File: config.mk
export PLATFORM = sky130hd
export DESIGN_NAME = slts_top
export DESIGN_NICKNAME = d
export VERILOG_FILES = /design/src/core/slts_top.v
export VERILOG_INCLUDE_DIRS = /design/src /design/src/core
export SDC_FILE = /design/constraint.sdc
export NUM_CORES = 1
export LEC_CHECK = 0
export ABC_AREA = 1
export BUFFER_PORTS_ARGS = -buffer_cell sky130_fd_sc_hd__buf_2
export CAP_MARGIN = 20
export CORE_MARGIN = 5
export CORE_UTILIZATION = 62
export DETAILED_ROUTE_END_ITERATION = 6
export PLACE_DENSITY_LB_ADDON = 0.15
export SKIP_LAST_GASP = 1
export SLEW_MARGIN = 15
export SYNTH_ARGS = -nofsm -noshare
export SYNTH_HDL_FRONTEND = slang
export SYNTH_SLANG_ARGS = --single-unit
export TNS_END_PERCENT = 50
File: constraint.sdc
create_clock -name clk -period 5.39 [get_ports clk]
set_clock_uncertainty 0.15 [all_clocks]
set_input_delay 0.539 -clock clk [delete_from_list [all_inputs] [get_ports clk]]
set_output_delay 0.539 -clock clk [all_outputs]
set_load 0.1 [all_outputs]
File: src/core/slts_consts.vh
// Constants for the serial link test, identifier, frame character and status block.
`ifndef SLTS_CONSTS_VH
`define SLTS_CONSTS_VH
// Register offsets.
`define SLTS_ADR_LINK_EN 10'h200
`define SLTS_ADR_TEST 10'h205
`define SLTS_ADR_DEVID 10'h206
`define SLTS_ADR_EOF 10'h207
`define SLTS_ADR_STATE 10'h208
// Reset values.
`define SLTS_RST_LINK_EN 1'h1
`define SLTS_RST_TEST 4'h0
`define SLTS_RST_DEVID 7'h00
`define SLTS_RST_EOF 2'h0
// Field positions in the state register.
`define SLTS_BIT_LINK_UP 6
`define SLTS_BIT_SYNC 5
`define SLTS_BIT_REALIGN 4
`define SLTS_BIT_PHASE 3
`define SLTS_BIT_PLL 2
// Test pattern codes.
`define SLTS_TP_NORMAL 4'h0
`define SLTS_TP_PRBS7 4'h1
`define SLTS_TP_PRBS15 4'h2
`define SLTS_TP_PRBS23 4'h3
`define SLTS_TP_RAMP 4'h4
`define SLTS_TP_TRANSPORT 4'h5
`define SLTS_TP_D215 4'h6
`define SLTS_TP_K285 4'h7
`define SLTS_TP_ILA 4'h8
`define SLTS_TP_RPAT 4'h9
`define SLTS_TP_LOW 4'ha
`define SLTS_TP_HIGH 4'hb
// End-of-frame selector codes.
`define SLTS_EOF_K287 2'h0
`define SLTS_EOF_K281 2'h1
`define SLTS_EOF_K285 2'h2
// Octet values of the characters.
`define SLTS_D215 8'hb5
`define SLTS_K285 8'hbc
`define SLTS_K287 8'hfc
`define SLTS_K281 8'h3c
`define SLTS_K280 8'h1c
`define SLTS_K283 8'h7c
`define SLTS_K284 8'h9c
// Index of the last multiframe in the alignment sequence, which has four multiframes.
`define SLTS_ILA_MF 2'h3
// Multiframe of the alignment sequence that carries the identifier, and octet positions within it.
`define SLTS_ILA_MF_CFG 2'h1
`define SLTS_POS_QCHAR 16'h0001
`define SLTS_POS_DEVID 16'h0002
// LFSR seed.
`define SLTS_SEED 23'h7fffff
`endif

File: src/core/slts_top.v
// Serial link test pattern, alignment identifier, frame character and status block.
// Operation
// - Test select is bits 3-0, resets zero; zero sends normal data.
// - Values 1, 2, 3 send PRBS of order 7, 15, 23.
// - Value 4 sends a ramp, value 5 the transport layer pattern.
// - Value 6 repeats D21.5, value 7 repeats K28.5.
// - Value 8 repeats alignment sequence, value 9 modified random pattern.
// - Value 10 holds outputs low, 11 high; 12 to 15 reserved.
// - Device identifier is sent in the second alignment multiframe.
// - First link sends the identifier, second link sends identifier plus one.
// - Identifier bit zero is ignored and reads zero.
// - Two-bit selector picks K28.7, K28.1 or K28.5 end character.
// - End character replaces frame-final data only when substitution conditions hold.
// - State bit 6 reads one while the link is up.
// - State bit 5 reads live sync request, zero while asserted.
// - State bit 4 sets on phase shift by SYSREF; write one clears.
// - State bit 3 sets on first SYSREF after enable; write one clears.
// - State bit 2 reads one while serializer PLL is locked.
// - Link enable clear holds transmitter reset, serializers down, multiframe counter held.
`timescale 1ns/100ps
`default_nettype none
`include "slts_consts.vh"
module slts_top #(
	parameter OCTETS_PER_FRAME = 2,
	parameter FRAMES_PER_MF = 32
) (
	input wire clk,
	input wire rst_n,
	input wire [9:0] reg_addr,
	input wire [7:0] reg_wdata,
	input wire reg_wr,
	input wire reg_rd,
	output reg [7:0] reg_rdata,
	input wire [7:0] sample_a,
	input wire [7:0] sample_b,
	input wire sync_req_n,
	input wire sysref,
	input wire pll_locked,
	output reg [7:0] lane_a_ff,
	output reg lane_a_k_ff,
	output reg [7:0] lane_b_ff,
	output reg lane_b_k_ff,
	output reg ser_power_down_ff,
	output reg ser_force_low_ff,
	output reg ser_force_high_ff
);
	localparam ST_CGS = 2'h0;
	localparam ST_ILA = 2'h1;
	localparam ST_DATA = 2'h2;

	reg link_en_ff;
	reg [3:0] test_sel_ff;
	reg [6:0] devid_ff;
	reg [1:0] eof_sel_ff;
	reg realign_ff;
	reg phase_ff;
	reg link_up_ff;
	reg [1:0] state_ff;
	reg [7:0] oct_cnt_ff;
	reg [7:0] frm_cnt_ff;
	reg [1:0] mf_cnt_ff;
	reg [15:0] pos_cnt_ff;
	reg phase_seen_ff;
	reg [22:0] lfsr_ff;
	reg [7:0] ramp_ff;
	reg [7:0] last_a_ff;
	reg [7:0] last_b_ff;
	reg [3:0] rpat_ff;
	reg [7:0] nxt_a;
	reg nxt_a_k;
	reg [7:0] nxt_b;
	reg nxt_b_k;
	reg [7:0] eof_char;
	reg [22:0] nxt_lfsr;
	reg [7:0] prbs_oct;
	reg [7:0] rd_mux;
	wire [7:0] devid_full;
	wire [7:0] devid_b;
	wire frame_end;
	wire mf_end;
	wire wr_state;
	wire [7:0] cfg_state;
	wire q_slot;
	wire did_slot;

	// Identifier with bit zero forced low; link B carries one more.
	assign devid_full = {devid_ff, 1'b0};
	assign devid_b = devid_full + 8'h01;
	assign frame_end = (oct_cnt_ff == OCTETS_PER_FRAME - 1);
	assign mf_end = frame_end && (frm_cnt_ff == FRAMES_PER_MF - 1);
	assign wr_state = reg_wr && (reg_addr == `SLTS_ADR_STATE);
	assign q_slot = (state_ff == ST_ILA) && (mf_cnt_ff == `SLTS_ILA_MF_CFG) && (pos_cnt_ff == `SLTS_POS_QCHAR);
	assign did_slot = (state_ff == ST_ILA) && (mf_cnt_ff == `SLTS_ILA_MF_CFG) && (pos_cnt_ff == `SLTS_POS_DEVID);

	// Configuration registers; settings are expected to change only while disabled.
	always @(posedge clk or negedge rst_n) begin
		if (!rst_n) begin
			link_en_ff <= `SLTS_RST_LINK_EN;
			test_sel_ff <= `SLTS_RST_TEST;
			devid_ff <= `SLTS_RST_DEVID;
			eof_sel_ff <= `SLTS_RST_EOF;
		end else if (reg_wr) begin
			case (reg_addr)
			`SLTS_ADR_LINK_EN: begin
				link_en_ff <= reg_wdata[0];
			end
			`SLTS_ADR_TEST: begin
				test_sel_ff <= reg_wdata[3:0];
			end
			`SLTS_ADR_DEVID: begin
				devid_ff <= reg_wdata[7:1];
			end
			`SLTS_ADR_EOF: begin
				eof_sel_ff <= reg_wdata[1:0];
			end
			default: begin
				link_en_ff <= link_en_ff;
			end
			endcase
		end
	end

	// Alignment flags: SYSREF sets them, a write of one clears, set beats clear.
	always @(posedge clk or negedge rst_n) begin
		if (!rst_n) begin
			realign_ff <= 1'b0;
			phase_ff <= 1'b0;
			phase_seen_ff <= 1'b0;
		end else begin
			if (!link_en_ff) begin
				phase_seen_ff <= 1'b0;
			end else if (sysref) begin
				phase_seen_ff <= 1'b1;
			end
			if (link_en_ff && sysref && (oct_cnt_ff != 8'h00 || frm_cnt_ff != 8'h00)) begin
				realign_ff <= 1'b1;
			end else if (wr_state && reg_wdata[`SLTS_BIT_REALIGN]) begin
				realign_ff <= 1'b0;
			end
			if (link_en_ff && sysref && !phase_seen_ff) begin
				phase_ff <= 1'b1;
			end else if (wr_state && reg_wdata[`SLTS_BIT_PHASE]) begin
				phase_ff <= 1'b0;
			end
		end
	end

	// Frame and multiframe counters; held at zero while disabled, SYSREF restarts them.
	always @(posedge clk or negedge rst_n) begin
		if (!rst_n) begin
			oct_cnt_ff <= 8'h00;
			frm_cnt_ff <= 8'h00;
			pos_cnt_ff <= 16'h0000;
		end else if (!link_en_ff || sysref) begin
			oct_cnt_ff <= 8'h00;
			frm_cnt_ff <= 8'h00;
			pos_cnt_ff <= 16'h0000;
		end else if (frame_end) begin
			oct_cnt_ff <= 8'h00;
			frm_cnt_ff <= mf_end ? 8'h00 : frm_cnt_ff + 8'h01;
			pos_cnt_ff <= mf_end ? 16'h0000 : pos_cnt_ff + 16'h0001;
		end else begin
			oct_cnt_ff <= oct_cnt_ff + 8'h01;
			pos_cnt_ff <= pos_cnt_ff + 16'h0001;
		end
	end

	// Link sequencer: sync groups, alignment sequence, then data.
	always @(posedge clk or negedge rst_n) begin
		if (!rst_n) begin
			state_ff <= ST_CGS;
			mf_cnt_ff <= 2'h0;
			link_up_ff <= 1'b0;
		end else if (!link_en_ff || !sync_req_n) begin
			state_ff <= ST_CGS;
			mf_cnt_ff <= 2'h0;
			link_up_ff <= 1'b0;
		end else begin
			case (state_ff)
			ST_CGS: begin
				if (mf_end) begin
					state_ff <= ST_ILA;
				end
			end
			ST_ILA: begin
				if (mf_end) begin
					mf_cnt_ff <= mf_cnt_ff + 2'h1;
					if (mf_cnt_ff == `SLTS_ILA_MF && test_sel_ff != `SLTS_TP_ILA) begin
						state_ff <= ST_DATA;
					end
				end
			end
			ST_DATA: begin
				link_up_ff <= pll_locked;
			end
			default: begin
				state_ff <= ST_CGS;
			end
			endcase
		end
	end

	// Advance the LFSR eight bits for the selected order.
	always @* begin : prbs_step
		integer i;
		reg fb;
		nxt_lfsr = lfsr_ff;
		prbs_oct = 8'h00;
		fb = 1'b0;
		for (i = 0; i < 8; i = i + 1) begin
			case (test_sel_ff)
			`SLTS_TP_PRBS7: fb = nxt_lfsr[6] ^ nxt_lfsr[5];
			`SLTS_TP_PRBS15: fb = nxt_lfsr[14] ^ nxt_lfsr[13];
			default: fb = nxt_lfsr[22] ^ nxt_lfsr[17];
			endcase
			prbs_oct = {prbs_oct[6:0], fb};
			nxt_lfsr = {nxt_lfsr[21:0], fb};
		end
	end

	// Pattern sources that run free while enabled.
	always @(posedge clk or negedge rst_n) begin
		if (!rst_n) begin
			lfsr_ff <= `SLTS_SEED;
			ramp_ff <= 8'h00;
			rpat_ff <= 4'h0;
		end else if (!link_en_ff) begin
			lfsr_ff <= `SLTS_SEED;
			ramp_ff <= 8'h00;
			rpat_ff <= 4'h0;
		end else begin
			lfsr_ff <= nxt_lfsr;
			ramp_ff <= ramp_ff + 8'h01;
			rpat_ff <= rpat_ff + 4'h1;
		end
	end

	// End-of-frame character choice.
	always @* begin
		case (eof_sel_ff)
		`SLTS_EOF_K281: eof_char = `SLTS_K281;
		`SLTS_EOF_K285: eof_char = `SLTS_K285;
		default: eof_char = `SLTS_K287;
		endcase
	end

	// Octet selection for both lanes.
	always @* begin
		nxt_a = sample_a;
		nxt_a_k = 1'b0;
		nxt_b = sample_b;
		nxt_b_k = 1'b0;
		if (state_ff == ST_CGS && test_sel_ff == `SLTS_TP_NORMAL) begin
			nxt_a = `SLTS_K285;
			nxt_a_k = 1'b1;
		end else begin
			case (test_sel_ff)
			`SLTS_TP_NORMAL: begin
				if (state_ff == ST_DATA && frame_end) begin
					if (sample_a == last_a_ff) begin
						nxt_a = eof_char;
						nxt_a_k = 1'b1;
					end
					if (sample_b == last_b_ff) begin
						nxt_b = eof_char;
						nxt_b_k = 1'b1;
					end
				end
			end
			`SLTS_TP_PRBS7, `SLTS_TP_PRBS15, `SLTS_TP_PRBS23: begin
				nxt_a = prbs_oct;
				nxt_b = prbs_oct;
			end
			`SLTS_TP_RAMP: begin
				nxt_a = ramp_ff;
				nxt_b = ramp_ff;
			end
			`SLTS_TP_TRANSPORT: begin
				nxt_a = {oct_cnt_ff[3:0], frm_cnt_ff[3:0]};
				nxt_b = {oct_cnt_ff[3:0], ~frm_cnt_ff[3:0]};
			end
			`SLTS_TP_D215: begin
				nxt_a = `SLTS_D215;
				nxt_b = `SLTS_D215;
			end
			`SLTS_TP_K285: begin
				nxt_a = `SLTS_K285;
				nxt_a_k = 1'b1;
				nxt_b = `SLTS_K285;
				nxt_b_k = 1'b1;
			end
			`SLTS_TP_ILA: begin
				nxt_a = ramp_ff;
				nxt_b = ramp_ff;
			end
			`SLTS_TP_RPAT: begin
				nxt_a = {rpat_ff, ~rpat_ff} ^ `SLTS_D215;
				nxt_b = nxt_a;
			end
			default: begin
				nxt_a = 8'h00;
				nxt_b = 8'h00;
			end
			endcase
		end
		// Alignment multiframes override data, repeating in test value 8.
		if (state_ff == ST_ILA) begin
			nxt_a_k = 1'b0;
			nxt_b_k = 1'b0;
			if (oct_cnt_ff == 8'h00 && frm_cnt_ff == 8'h00) begin
				nxt_a = `SLTS_K280;
				nxt_a_k = 1'b1;
			end else if (mf_end) begin
				nxt_a = `SLTS_K283;
				nxt_a_k = 1'b1;
			end else if (q_slot) begin
				nxt_a = `SLTS_K284;
				nxt_a_k = 1'b1;
			end else if (did_slot) begin
				nxt_a = devid_full;
			end else begin
				nxt_a = ramp_ff;
			end
			nxt_b = nxt_a;
			nxt_b_k = nxt_a_k;
			if (did_slot && !nxt_a_k) begin
				nxt_b = devid_b;
			end
		end
	end

	// Lane output registers; outputs held quiet while disabled.
	always @(posedge clk or negedge rst_n) begin
		if (!rst_n) begin
			lane_a_ff <= 8'h00;
			lane_a_k_ff <= 1'b0;
			lane_b_ff <= 8'h00;
			lane_b_k_ff <= 1'b0;
			last_a_ff <= 8'h00;
			last_b_ff <= 8'h00;
			ser_power_down_ff <= 1'b1;
			ser_force_low_ff <= 1'b0;
			ser_force_high_ff <= 1'b0;
		end else if (!link_en_ff) begin
			lane_a_ff <= 8'h00;
			lane_a_k_ff <= 1'b0;
			lane_b_ff <= 8'h00;
			lane_b_k_ff <= 1'b0;
			last_a_ff <= 8'h00;
			last_b_ff <= 8'h00;
			ser_power_down_ff <= 1'b1;
			ser_force_low_ff <= 1'b0;
			ser_force_high_ff <= 1'b0;
		end else begin
			lane_a_ff <= nxt_a;
			lane_a_k_ff <= nxt_a_k;
			lane_b_ff <= nxt_b;
			lane_b_k_ff <= nxt_b_k;
			if (frame_end) begin
				last_a_ff <= sample_a;
				last_b_ff <= sample_b;
			end
			ser_power_down_ff <= 1'b0;
			ser_force_low_ff <= (test_sel_ff == `SLTS_TP_LOW);
			ser_force_high_ff <= (test_sel_ff == `SLTS_TP_HIGH);
		end
	end

	// State register image.
	assign cfg_state = {1'b0, link_up_ff, sync_req_n, realign_ff, phase_ff, pll_locked, 2'h0};

	// Read multiplexer; unmapped offsets read zero.
	always @* begin
		case (reg_addr)
		`SLTS_ADR_LINK_EN: rd_mux = {7'h00, link_en_ff};
		`SLTS_ADR_TEST: rd_mux = {4'h0, test_sel_ff};
		`SLTS_ADR_DEVID: rd_mux = devid_full;
		`SLTS_ADR_EOF: rd_mux = {6'h00, eof_sel_ff};
		`SLTS_ADR_STATE: rd_mux = cfg_state;
		default: rd_mux = 8'h00;
		endcase
	end

	// Read data stands in the cycle after the strobe only.
	always @(posedge clk or negedge rst_n) begin
		if (!rst_n) begin
			reg_rdata <= 8'h00;
		end else begin
			reg_rdata <= reg_rd ? rd_mux : 8'h00;
		end
	end
endmodule // slts_top
`default_nettype wire

After elaboration in Yosys (flattened, before gate mapping)
Index checks and enable logic that the tools add are counted.
{"block": "word_totals", "in_bits": 41, "wordCells": 215, "out_inout_bits": 29, "regBits": 134}
{"block": "classes", "reduce_logical": 42, "bitwise_logic": 27, "addsub": 7, "eq_ne": 35, "muxes": 78}
{"op": "8-bit 2-to-1 mux", "n": 26}
{"op": "8-bit case mux with 7 select lines", "n": 2}
{"op": "10-bit == test (second input constant)", "n": 5}
{"op": "16-bit 2-to-1 mux", "n": 3}
{"op": "8-bit case mux with 5 select lines", "n": 1}
{"op": "8-bit by 1-bit adder with 8-bit output (second input constant)", "n": 4}
{"op": "1-bit 2-to-1 mux", "n": 25}
{"op": "1-bit bitwise XOR", "n": 24}
{"op": "23-bit 2-to-1 mux", "n": 1}
{"op": "1-bit case mux with 2 select lines", "n": 10}
{"op": "16-bit by 1-bit adder with 16-bit output (second input constant)", "n": 1}
{"op": "16-bit by 1-bit == test with 1-bit output (second input constant)", "n": 1}
{"op": "16-bit by 2-bit == test with 1-bit output (second input constant)", "n": 1}
{"op": "4-bit by 3-bit == test with 1-bit output (second input constant)", "n": 4}
{"op": "4-bit == test (second input constant)", "n": 4}
{"op": "8-bit == test", "n": 2}
{"op": "8-bit logical NOT", "n": 2}
{"op": "8-bit case mux with 2 select lines", "n": 1}
{"op": "8-bit nonzero test", "n": 2}
{"op": "1-bit logical AND", "n": 15}
{"op": "2-bit 2-to-1 mux", "n": 7}
{"op": "2-bit nonzero test", "n": 6}
{"op": "2-bit AND reduction", "n": 5}
{"op": "4-bit by 2-bit == test with 1-bit output (second input constant)", "n": 2}
{"op": "24 further kinds", "n": 35}

Longest topological paths before layout
{"block": "logic_depth", "word_depth": 12, "mapped_depth": 13, "ltp_nobuf": 13}

Least setup slack after synthesis
OpenSTA, ideal clock, no wires.
{"block": "synth_timing", "path_type": "input to register", "from": "input reg_addr[9]", "to": "register devid_ff[1]", "cell_stages": 8, "t_arrival_ps": 1506, "n_path_buf": 0, "setup_ps": 125, "setup_slack_ps": 3610, "t_required_ps": 5115, "path_cell_list": "inv_1 nor2_1 nand2_1 nor2_1 nand2_1 inv_1 nand2_2 mux2_2"}
{"block": "synth_between", "elab_chain_len": 2}
{"element": "start: declaration", "line": "slts_top.v:29", "source": "input wire [9:0] reg_addr,"}
{"element": "10-bit == test", "line": "slts_top.v:103", "source": "case (reg_addr)"}
{"element": "2-bit AND reduction (no line)"}
{"element": "end signal: assignment", "line": "slts_top.v:100", "source": "devid_ff <= `SLTS_RST_DEVID;"}
{"element": "end signal: assignment", "line": "slts_top.v:111", "source": "devid_ff <= reg_wdata[7:1];"}
{"element": "end: declaration", "line": "slts_top.v:53", "source": "reg [6:0] devid_ff;"}
Every way passes these cells.
A chain may end at the register's enable or synchronous reset.

Worst setup path after layout
{"block": "layout_timing", "from": "register link_en_ff", "to": "register frm_cnt_ff[4]"}
{"block": "layout_between", "elab_chain_len": 3, "word_cells_on_any_way": 4, "classes_between": "mux: 1; reduce/logical: 3"}
{"element": "start: declaration", "line": "slts_top.v:51", "source": "reg link_en_ff;"}
{"element": "start signal: assignment", "line": "slts_top.v:98", "source": "link_en_ff <= `SLTS_RST_LINK_EN;"}
{"element": "start signal: assignment", "line": "slts_top.v:105", "source": "link_en_ff <= reg_wdata[0];"}
{"element": "start signal: assignment", "line": "slts_top.v:117", "source": "link_en_ff <= link_en_ff;"}
{"element": "1-bit logical NOT (*)"}
{"element": "1-bit logical OR (*)", "line": "slts_top.v:154", "source": "end else if (!link_en_ff || sysref) begin"}
{"element": "8-bit 2-to-1 mux / 2-bit nonzero test (equally long branches)"}
{"element": "end signal: assignment", "line": "slts_top.v:160", "source": "frm_cnt_ff <= mf_end ? 8'h00 : frm_cnt_ff + 8'h01;"}
{"element": "end: declaration", "line": "slts_top.v:60", "source": "reg [7:0] frm_cnt_ff;"}
Mark *: on every way between the ends. The rest lies on a longest branch, timed or not.

==> metrics.yaml <==
outcome: "complete, no violations"
dp_hpwl_um: 12400
worstSetupEndpointType: "flop"
gp_congestion: 0.972
hold_path_class: "input pin to asynchronous set/reset pin"
drv_slew: 0
synth_fp_nets: 951
tightest_slew_ps: 925
clockPowerShare_pct: 35.8
ys_types: 48
port_buffers: 69
synth_flop_cell: "dfrtp_1"
final_area_mm2: 0.00830
timing.rr.start: "link_en_ff$_DFFE_PN1P_"
p_int_w: 0.00234
htreeDepth: 4
ys_async_sr_fraction_pct: 100
grt.overflow.total: 0
fin_crit_sh_pct: 59.3
routedWlPerCell_um: 15.3
crit_start: "link_en_ff$_DFFE_PN1P_"
worstPathMaxFanout: 48
drive_above_1_share_pct: 18.8
synth-edff-count: 0
timing.fmax_ghz: 0.313
cts_setup_buffers: 0
required_ps: 5510
cts-root-buf: "clkbuf_16"
hold_viol_final: 0
coreArea_mm2: 0.0114
final_cells: 1126
grt_max_degree: 89
yosysSeqAreaShare_pct: 47.0
met1Wirelength_um: 7570
area_growth_syn_to_layout_pct: 15.2
die_h_um: 118
swShare_pct: 31.6
antenna_found_initial: 0
worstPathArrival_ps: 3320
ys_warn_count: 0
wl_met2_um: 8290
p_switching_w: 0.00108
dp_cells: 1094
fin_crit_ps: 3200
path_clk_slew_ps: 60
start_kind: "flop"
ant_nets: 0
post-route-drc-count: 0
final.setup.tns_ps: 0
num_vias: 6149
max-vdd-ir-drop_uv: 362
worstSetupPathType: "flop to flop"
power_frac_seq_pct: 41.9
grt_usage_pct: 25.8
slew_headroom_pct: 38.3
pwr_density_cell_mw_per_mm2: 413
drt-initial-drc-count: 569
grt_pass1_wl_um: 29300
syn_area_mm2: 0.00721
dieWidth_um: 118
synth_seq_cells: 134
top_layer: "met4"
setup_viol: 0
cts_max_path_buffers: 2
cts-buffers-inserted: 17
final_nets: 1024
holdBufCountCts: 0
grt_setup_unrepaired: "false"
std_cell_rows: 39
n_antenna_cell: 0
fill_cells: 926
cts_tree: "built"
drtPass1Iterations: 5
postSynthAreaPerCell_um2: 8.03
clk_latency_ps: 430
io_pins: 70
dieArea_mm2: 0.0139
viasPerCell: 5.46
cts_sinks: 134
synth_cells: 897
start_util_pct: 63.1
grt_pass1_vias: 6034
p_leak_nw: 4.30
cap_viol_max_count: 0
wl_um: 17300
p_comb_share_pct: 22.3
cts_resized: 0
wl_met3_um: 1080
dpl_cell_area_mm2: 0.00767
## critical path, stage by stage, from the launching register on
cell and delay [ps]:
dfstp_2 1140, inv_2 450, nor2_1 260, inv_1 200
nor2_2 370, inv_1 200, a41oi_1 190, a211oi_1 60
## final timing paths
kind / depth (start not counted) / slack (ps) / end
min in group clk: 3 / 190 / test_sel_ff[1]$_DFFE_PN0P_
worst max-delay path: 7 / 2190 / frm_cnt_ff[4]$_DFFE_PN0P_
worst min register to register: 2 / 330 / eof_sel_ff[1]$_DFFE_PN0P_
max in group asynchronous: 2 / 3990 / reg_rdata[6]$_DFF_PN0_
worst max register to register: 7 / 2190 / frm_cnt_ff[4]$_DFFE_PN0P_
worst min-delay path: 1 / 40 / frm_cnt_ff[4]$_DFFE_PN0P_
## metal layers
metal	vias to the layer above	global-route usage [%]
li1	3039	-
met1	2893	33.8
met2	186	42.5
met3	31	6.58
met4	0	7.96
met5	-	0
## per-stage QoR
stage          power [W]  setup WS (ps)  hold slack (ps)  util [%]
2_1_floorplan    0.00198           3610             93.4         -
3_3_place_gp     0.00218           2350              315      67.2
3_5_place_dp     0.00220           2280              317      67.2
4_1_cts          0.00344           2240             50.1      72.7
5_1_grt          0.00363           1990             96.1      72.7
6_report         0.00343           2190             36.2      72.7
## power by group through the flow
stage | logic (W) | clock network (W) | registers, W
floorplan | 0.000558 | 0 | 0.00142
finish | 0.000764 | 0.00123 | 0.00144
global placement | 0.000734 | 0 | 0.00144
detailed placement | 0.000754 | 0 | 0.00145
CTS | 0.000764 | 0.00124 | 0.00144
global route | 0.000879 | 0.00129 | 0.00147
## kinds of logic after synthesis
family | synth area share, %
flip-flops | 47.0
AO/OA/AOI/OAI | 9.20
buffers and inverters | 7.17
XOR/XNOR | 4.62
multiplexers | 0.764
AND/OR/NAND/NOR | 29.0
adder cells (fa/ha/maj) | 2.26
## area by class of cell
cell class              instances  area [µm²]  share of cell area, %
well taps                     143         179                   2.15
inverters                     119         447                   5.38
repair buffers                 70         359                   4.32
multi-input cells             628        3300                   39.8
flip-flops and latches        134        3380                   40.8
clock inverters                14         201                   2.43
clock buffers                  18         429                   5.17
## flip-flops by register name (all words and copies together) (netlist names), 2 cells and up
register / flops
devid_ff: 7
eof_sel_ff: 2
last_b_ff: 8
mf_cnt_ff: 2
pos_cnt_ff: 16
lfsr_ff: 23
lane_b_ff: 8
ramp_ff: 8
last_a_ff: 8
reg_rdata: 8
oct_cnt_ff: 8
rpat_ff: 4
lane_a_ff: 8
state_ff: 2
test_sel_ff: 4
frm_cnt_ff: 8
## cell usage after synthesis, types with 4 or more instances
| cell | number | area share [%] |
|---|---|---|
| nor3_1 | 24 | 1.7 |
| dfstp_2 | 25 | 9.1 |
| nor2_4 | 8 | 1.3 |
| xnor2_1 | 6 | 0.73 |
| nor2_2 | 5 | 0.43 |
| ha_1 | 13 | 2.3 |
| dfrtp_1 | 109 | 38 |
| nor3_2 | 4 | 0.56 |
| nand3_2 | 4 | 0.56 |
| a211oi_1 | 4 | 0.42 |
| clkbuf_1 | 8 | 0.42 |
| nand4_1 | 16 | 1.4 |
| or2_2 | 10 | 0.87 |
| mux2_2 | 4 | 0.63 |
| nand2_1 | 208 | 11 |
| inv_2 | 11 | 0.57 |
| o21ai_0 | 54 | 3.8 |
| nand3_1 | 61 | 4.2 |
| xor2_1 | 32 | 3.9 |
| o21a_1 | 4 | 0.42 |
| nand2_2 | 6 | 0.52 |
| buf_2 | 4 | 0.28 |
| inv_1 | 108 | 5.6 |
| a21oi_1 | 40 | 2.8 |
| nor2_1 | 93 | 4.8 |
## layout by cell type (no fill, tap or decap), drive strengths merged, types with 2 or more instances in the layout
cell type / count
clkbuf: 18
nor3: 30
o21ai: 57
nor3b: 2
clkinvlp: 5
nand2: 216
nand3b: 3
clkinv: 3
buf: 70
xnor2: 6
a221oi: 2
dfstp: 25
a21oi: 41
mux2: 4
nand4: 16
ha: 13
nor4: 2
dfrtp: 109
o21a: 4
xor2: 32
inv: 121
o211ai: 2
nand3: 66
bufinv: 4
a22o: 2
a211oi: 4
o31ai: 3
or2: 10
nor2: 106
Power figures use the tool's default switching activity.
